$ cat src/logic/vaol_regs.svh
`ifndef VAOL_REGS_SVH
`define VAOL_REGS_SVH
`define VAOL_WORD_BITS      16
`define VAOL_FRAME_BITS     32
`define VAOL_CLK_HZ         25000000
`define VAOL_FLASH_MS       50
`define VAOL_FLASH_CYCLES   ((`VAOL_FLASH_MS * (`VAOL_CLK_HZ / 1000)))
`define VAOL_HEALTH_S       10
`define VAOL_HEALTH_CYCLES  (`VAOL_HEALTH_S * `VAOL_CLK_HZ)
`define VAOL_RESEND_S       3
`define VAOL_RESEND_CYCLES  (`VAOL_RESEND_S * `VAOL_CLK_HZ)
`define VAOL_HOLD_S         60
`define VAOL_HOLD_CYCLES    (`VAOL_HOLD_S * `VAOL_CLK_HZ)
`define VAOL_RADIO_BIT      13
`define VAOL_USER1_BIT      6
`define VAOL_USER2_BIT      2
`define VAOL_TIME_BIT       15
`define VAOL_EVAP_BIT       14
`define VAOL_REG_CTRL       4'h0
`define VAOL_REG_ALARMS     4'h1
`define VAOL_REG_STATUS     4'h2
`define VAOL_REG_IRQ_ENA    4'h3
`define VAOL_REG_IRQ_CLR    4'h4
`define VAOL_REG_GOOD_CNT   4'h5
`define VAOL_REG_SENT_CNT   4'h6
`endif

$ cat src/logic/vaol_pkg.sv
package vaol_pkg;
    typedef enum logic [1:0] {
        vaol_idle_type_s,
        vaol_shift_type_s,
        vaol_gap_type_s
    } vaol_tx_state_type;
    typedef logic [15:0] vaol_word_type;
endpackage

$ cat src/logic/vaol_link_if.sv
`timescale 1ns/1ps
interface vaol_link_if;
    logic serial_data;     // console to device data bit
    logic serial_shift;    // shift strobe with data, one bit per high cycle
    logic frame_end;       // one-cycle end-of-word mark
    logic strobe_return;   // device returns transfer strobe
    modport console (output serial_data, output serial_shift, output frame_end,
                     input strobe_return);
    modport device  (input serial_data, input serial_shift, input frame_end,
                     output strobe_return);
endinterface

$ cat src/logic/vaol_console.sv
`timescale 1ns/1ps
`include "vaol_regs.svh"
module vaol_console #(
    parameter int unsigned RESEND_CYCLES = `VAOL_RESEND_CYCLES,
    parameter int unsigned HOLD_CYCLES   = `VAOL_HOLD_CYCLES
) (
    input  wire logic          clock,         // 25 mhz
    input  wire logic          rst,           // async, active high
    vaol_link_if.console       link,          // device side
    input  wire logic [15:0]   alarm_level,   // live alarm conditions
    input  wire logic          time_trig,     // time alarm pulse
    input  wire logic          evap_trig,     // daily evap alarm pulse
    input  wire logic          radio_on,      // radio power request
    input  wire logic [3:0]    addr,          // register address
    input  wire logic [31:0]   wdata,         // write data
    input  wire logic          wr,            // write strobe
    input  wire logic          rd,            // read strobe
    output logic [31:0]        rdata,         // read data, cycle after rd
    output logic               irq            // level interrupt
);
    vaol_pkg::vaol_tx_state_type state, next_state;
    logic [31:0] frame, next_frame;
    logic [5:0]  bitn, next_bitn;
    logic [31:0] gap, next_gap;
    logic [31:0] time_hold, next_time_hold, evap_hold, next_evap_hold;
    logic [1:0]  user, next_user;
    logic [1:0]  status, next_status, irq_ena, next_irq_ena;
    logic [15:0] good_cnt, next_good_cnt, sent_cnt, next_sent_cnt;
    logic [31:0] next_rdata;
    vaol_pkg::vaol_word_type word;

    always_comb begin
        word = alarm_level;
        word[`VAOL_TIME_BIT]   = (time_hold != 32'h0);
        word[`VAOL_EVAP_BIT]   = (evap_hold != 32'h0);
        word[`VAOL_RADIO_BIT]  = radio_on;
        word[`VAOL_USER1_BIT]  = user[0];
        word[`VAOL_USER2_BIT]  = user[1];
    end

    always_comb begin
        next_state     = state;
        next_frame     = frame;
        next_bitn      = bitn;
        next_gap       = (gap != 32'h0) ? gap - 32'h1 : 32'h0;
        next_time_hold = time_trig ? HOLD_CYCLES
                         : ((time_hold != 32'h0) ? time_hold - 32'h1 : 32'h0);
        next_evap_hold = evap_trig ? HOLD_CYCLES
                         : ((evap_hold != 32'h0) ? evap_hold - 32'h1 : 32'h0);
        next_user      = user;
        next_irq_ena   = irq_ena;
        next_status    = status;
        next_good_cnt  = good_cnt;
        next_sent_cnt  = sent_cnt;
        next_rdata     = 32'h0;
        link.serial_data  = frame[31];
        link.serial_shift = 1'b0;
        link.frame_end    = 1'b0;
        unique case (state)
            vaol_pkg::vaol_idle_type_s: begin
                next_frame = {word, ~word};
                next_bitn  = 6'h0;
                next_state = vaol_pkg::vaol_shift_type_s;
            end
            vaol_pkg::vaol_shift_type_s: begin
                link.serial_shift = 1'b1;
                next_frame = {frame[30:0], 1'b0};
                next_bitn  = bitn + 6'h1;
                if (bitn == 6'(`VAOL_FRAME_BITS - 1)) begin
                    next_state = vaol_pkg::vaol_gap_type_s;
                    next_gap   = RESEND_CYCLES;
                end
            end
            vaol_pkg::vaol_gap_type_s: begin
                if (gap == RESEND_CYCLES) begin
                    link.frame_end = 1'b1;
                    next_sent_cnt  = sent_cnt + 16'h1;
                end
                if (gap == 32'h0) next_state = vaol_pkg::vaol_idle_type_s;
            end
        endcase
        if (wr && addr == `VAOL_REG_CTRL) next_user = wdata[1:0];
        if (wr && addr == `VAOL_REG_IRQ_ENA) next_irq_ena = wdata[1:0];
        if (wr && addr == `VAOL_REG_IRQ_CLR) next_status = status & ~wdata[1:0];
        if (link.strobe_return) begin
            next_good_cnt = good_cnt + 16'h1;
            next_status[0] = 1'b1;
        end
        if (link.frame_end) next_status[1] = 1'b1;
        if (rd) begin
            unique case (addr)
                `VAOL_REG_CTRL:     next_rdata = {30'h0, user};
                `VAOL_REG_ALARMS:   next_rdata = {16'h0, word};
                `VAOL_REG_STATUS:   next_rdata = {30'h0, status};
                `VAOL_REG_IRQ_ENA:  next_rdata = {30'h0, irq_ena};
                `VAOL_REG_GOOD_CNT: next_rdata = {16'h0, good_cnt};
                `VAOL_REG_SENT_CNT: next_rdata = {16'h0, sent_cnt};
                default:            next_rdata = 32'h0;
            endcase
        end
    end

    always_ff @(posedge clock or posedge rst) begin
        if (rst) begin
            state     <= vaol_pkg::vaol_idle_type_s;
            frame     <= 32'h0;
            bitn      <= 6'h0;
            gap       <= 32'h0;
            time_hold <= 32'h0;
            evap_hold <= 32'h0;
            user      <= 2'h0;
            status    <= 2'h0;
            irq_ena   <= 2'h0;
            good_cnt  <= 16'h0;
            sent_cnt  <= 16'h0;
            rdata     <= 32'h0;
        end else begin
            state     <= next_state;
            frame     <= next_frame;
            bitn      <= next_bitn;
            gap       <= next_gap;
            time_hold <= next_time_hold;
            evap_hold <= next_evap_hold;
            user      <= next_user;
            status    <= next_status;
            irq_ena   <= next_irq_ena;
            good_cnt  <= next_good_cnt;
            sent_cnt  <= next_sent_cnt;
            rdata     <= next_rdata;
        end
    end

    assign irq = |(status & irq_ena);
endmodule

$ cat src/flat_wrapper.sv
// flat-port wrapper written by rule: the top's interface ports become plain ports
module vaol_console_flat 
#(
    parameter int unsigned RESEND_CYCLES = `VAOL_RESEND_CYCLES,
    parameter int unsigned HOLD_CYCLES   = `VAOL_HOLD_CYCLES
)
  (clock, rst, alarm_level, time_trig, evap_trig, radio_on, addr, wdata, wr, rd, rdata, irq, link_serial_data, link_serial_shift, link_frame_end, link_strobe_return);
  vaol_link_if link_i ();
  input  wire logic clock;
  input  wire logic rst;
  input  wire logic [15:0] alarm_level;
  input  wire logic time_trig;
  input  wire logic evap_trig;
  input  wire logic radio_on;
  input  wire logic [3:0] addr;
  input  wire logic [31:0] wdata;
  input  wire logic wr;
  input  wire logic rd;
  output logic [31:0] rdata;
  output logic irq;
  output wire logic [$bits(link_i.serial_data)-1:0] link_serial_data;
  output wire logic [$bits(link_i.serial_shift)-1:0] link_serial_shift;
  output wire logic [$bits(link_i.frame_end)-1:0] link_frame_end;
  input wire logic [$bits(link_i.strobe_return)-1:0] link_strobe_return;
  assign link_serial_data = link_i.serial_data;
  assign link_serial_shift = link_i.serial_shift;
  assign link_frame_end = link_i.frame_end;
  assign link_i.strobe_return = link_strobe_return;
  vaol_console #(.RESEND_CYCLES(RESEND_CYCLES), .HOLD_CYCLES(HOLD_CYCLES)) u_core (.clock(clock), .rst(rst), .link(link_i), .alarm_level(alarm_level), .time_trig(time_trig), .evap_trig(evap_trig), .radio_on(radio_on), .addr(addr), .wdata(wdata), .wr(wr), .rd(rd), .rdata(rdata), .irq(irq));
endmodule
$ cat config.mk
export PLATFORM = sky130hd
export DESIGN_NAME = vaol_console_flat
export DESIGN_NICKNAME = d
export VERILOG_FILES = /design/src/logic/vaol_pkg.sv /design/src/logic/vaol_link_if.sv /design/src/logic/vaol_console.sv /design/src/flat_wrapper.sv
export VERILOG_INCLUDE_DIRS = /design/src /design/src/logic
export SDC_FILE = /design/constraint.sdc
export NUM_CORES = 1
export LEC_CHECK = 0
export ABC_AREA = 1
export ABC_CLOCK_PERIOD_IN_PS = 11500
export BUFFER_PORTS_ARGS = -buffer_cell sky130_fd_sc_hd__clkbuf_2
export CAP_MARGIN = 20
export CORE_ASPECT_RATIO = 0.6
export CORE_MARGIN = 4
export CORE_UTILIZATION = 50
export DETAILED_ROUTE_END_ITERATION = 10
export GPL_ROUTABILITY_DRIVEN = 0
export GPL_TIMING_DRIVEN = 0
export PLACE_DENSITY = 0.69
export REMOVE_ABC_BUFFERS = 1
export SKIP_CTS_REPAIR_TIMING = 1
export SYNTH_ARGS = -nofsm -noshare
export SYNTH_HDL_FRONTEND = slang
export SYNTH_SLANG_ARGS = --single-unit
$ cat constraint.sdc
create_clock -name clock -period 11.5 [get_ports clock]
set_clock_uncertainty 0.1 [all_clocks]
set_input_delay 1.15 -clock clock [delete_from_list [all_inputs] [get_ports clock]]
set_output_delay 1.15 -clock clock [all_outputs]
set_load 0.005 [all_outputs]
==> impl_metrics.tcl <==
set metrics [dict create \
    drt_first_pass_iters 5 \
    cts_inserted_buffers 17 \
    synth_cells 1426 \
    dieHeight_microns 121.7 \
    power_density_nw_per_um2 125.6 \
    ioPinCount 96 \
    finalInstanceArea_sq_um 11740 \
    dp_cells 1725 \
    vdd_ir_drop_max_mv 0.1051 \
    max_slew_margin_pct 40.67 \
    synth-compound-area-share_pct 7.630 \
    fp-row-count 41 \
    async_flop_share_pct 100.0 \
    io_buffers 44 \
    drt-total-wl_mm 26.17 \
    synth_edf_count 0 \
    hold_violations 0 \
    hold_class "flop to flop" \
    synthMuxAreaShare_pct 0 \
    max-cap-violations 0 \
    worstPathRequired_ns 10.25 \
    ant_nets 0 \
    status "finished clean" \
    yosys.area_share.simple_pct 33.41 \
    num_vias 9238 \
    clkTransAtPathRegs_ns 0.07 \
    power_switching_uw 430.8 \
    cts-root-buf "clkbuf_16" \
    seqPwrFrac_pct 49.8 \
    clk_latency_ns 0.44 \
    clock_power_share_pct 38.6 \
    avgSynthCellArea_sq_um 7.555 \
    drc_errors 0 \
    cts.sink_count 190 \
    grt_pass1_vias 8520 \
    dieArea_sq_um 24040 \
    initial_utilization_pct 51.10 \
    fin_cells 1758 \
    synth_top_family_by_area "simple AND/OR/NAND/NOR gates" \
    total_power_mw 1.475 \
    wl_per_cell_microns 14.89 \
    nets 1537 \
    cts_tree "built" \
    htreeDepth 4 \
    setup_viol 0 \
    max_freq_mhz 297.0 \
    fillerInstances 1949 \
    via_per_inst 5.255 \
    antenna_found_initial 1 \
    path_max_fanout 5 \
    yosys_warnings 0 \
    switching_share_pct 29.21 \
    layout_min_cycle_time_ns 3.367 \
    synth.ff_latch_count 190 \
    fin_crit_sh_pct 29.28 \
    drive_above_1_share_pct 11.22 \
    p_leak_nw 5.595 \
    startpoint_type "flop" \
    grt_max_degree 110 \
    synth.distinct_cells 40 \
    setup_tns_ns 0 \
    rsz0062_at_grt "false" \
    coreArea_sq_um 21080 \
    critPathKind "flop to output port" \
    syn_to_final_growth_pct 8.988 \
    grt_pass1_wl_mm 43.01 \
    ff_latch_area_sq_um 4755 \
    grtUsageTotal_pct 22.25 \
    dpl_worst_slack_ns 8.262 \
    final_cell_mix "365 x nand2_1, 243 x nor2_1, 190 x dfrtp_1" \
    synth-main-ff-cell "dfrtp_1" \
    place_hpwl_mm 19.13 \
    yosysSeqAreaShare_pct 44.13 \
    initialDrtViolationCount 953 \
    cts_buffer_depth 2 \
    setup_slack_ns 8.133 \
    cp-end-kind "output port" \
    mostFrequentLayoutCell "nand2_1" \
    syn-cell-area_sq_um 10770 \
    grt_overflow 0 \
    worst_pin_slew_ns 0.8878 \
    diodes 0 \
    multi_input_area_sq_um 5214 \
    placed_area_sq_um 11180 \
    worstPathArrival_ns 2.12 \
    synthAdderAreaFrac_pct 1.277 \
    comb_power_share_pct 11.6 \
    intPower_mw 1.044 \
    synthXorXnorAreaFrac_pct 5.447 \
    finalMaxSlewViolations 0 \
    die_width_microns 197.5 \
]
sequential cells by signal, indices dropped and copies added (netlist names), 6 cells and up:
| register | count |
|---|---|
| u_core.evap_hold | 32 |
| u_core.frame | 32 |
| u_core.gap | 32 |
| u_core.time_hold | 32 |
| u_core.good_cnt | 16 |
| u_core.rdata | 16 |
| u_core.sent_cnt | 16 |
| u_core.bitn | 6 |
path summary, 6_finish.rpt:
| path | from | to | slack [ns] | cells after the start |
|---|---|---|---|---|
| worst max-delay path | u_core.gap[0] | link_frame_end | 8.13 | 7 |
| worst min-delay path | u_core.evap_hold[0] | u_core.evap_hold[0] | 0.32 | 1 |
| worst max register to register | u_core.state[1] | u_core.gap[17] | 8.81 | 6 |
| worst min register to register | u_core.evap_hold[0] | u_core.evap_hold[0] | 0.32 | 1 |
| max in group asynchronous | rst | u_core.sent_cnt[1] | 9.65 | 3 |
| min in group asynchronous | rst | u_core.evap_hold[2] | 0.67 | 2 |
stage by stage:
stage / hold slack [ns] / utilization [%]
floorplan: 0.3032 / -
global placement: 0.3141 / 52.81
detailed placement: 0.3157 / 53.01
CTS: 0.3260 / 55.62
global route: 0.3445 / 55.69
finish: 0.3240 / 55.69
power by group through the flow:
stage	Combinational [mW]	Sequential (mW)	Clock, mW
floorplan	0.127	0.739	0
global placement	0.167	0.746	0
detailed placement	0.172	0.747	0
CTS	0.173	0.735	0.578
global route	0.197	0.739	0.604
finish	0.171	0.735	0.569
cells by family (layout without fill, tap and decap cells):
| logic type | Yosys count | in the layout |
|---|---|---|
| simple gates | 817 | 817 |
| fa+ha+maj | 11 | 11 |
| compound gates | 139 | 139 |
| xor+xnor | 67 | 67 |
| flops | 190 | 190 |
| other cells | 1 | 16 |
| buf+inv | 201 | 239 |
synth_stat cells, types with 7 or more instances:
cell / count / area [sq um]
buf_2: 7 / 35.03
clkbuf_1: 9 / 33.78
xnor2_1: 15 / 131.4
nor3_1: 22 / 110.1
buf_4: 18 / 135.1
a21oi_1: 20 / 100.1
dfrtp_1: 190 / 4755
nor2_4: 17 / 191.4
o211ai_1: 11 / 82.58
nor2_1: 244 / 915.9
nand3_1: 81 / 405.4
o21bai_1: 9 / 67.56
a22oi_1: 10 / 75.07
o22ai_1: 8 / 50.05
xor2_1: 52 / 455.4
nand2_2: 12 / 75.07
inv_2: 13 / 48.80
ha_1: 11 / 137.6
o21ai_0: 68 / 340.3
nand4_1: 27 / 168.9
inv_1: 147 / 551.8
nand2_1: 365 / 1370
nor2_2: 32 / 200.2
o221ai_1: 10 / 87.58
routing by layer:
metal  wire length (microns)  track usage (%)  vias up
met5                      11                0        -
met4                     281            4.944        2
met3                    2092            5.943       31
met2                   10500            31.18      291
met1                   13290            34.42     4355
li1                        -                -     4559
critical path: stages, from the launching register on:
cell and delay [ns]:
dfrtp_1 0.41, inv_1 0.10, ha_1 0.27, nand2_2 0.14
nor4_1 0.29, nand3_1 0.24, inv_1 0.10, clkbuf_2 0.11
cell type report:
| cell class | instances | area share [%] |
|---|---|---|
| Sequential cell | 190 | 40.49 |
| Clock buffer | 19 | 3.772 |
| Tap cell | 279 | 2.973 |
| Multi-Input combinational cell | 1050 | 44.40 |
| Clock inverter | 13 | 0.9164 |
| Inverter | 161 | 5.210 |
| Timing Repair Buffer | 46 | 2.238 |
Power figures use the tool's default switching activity.
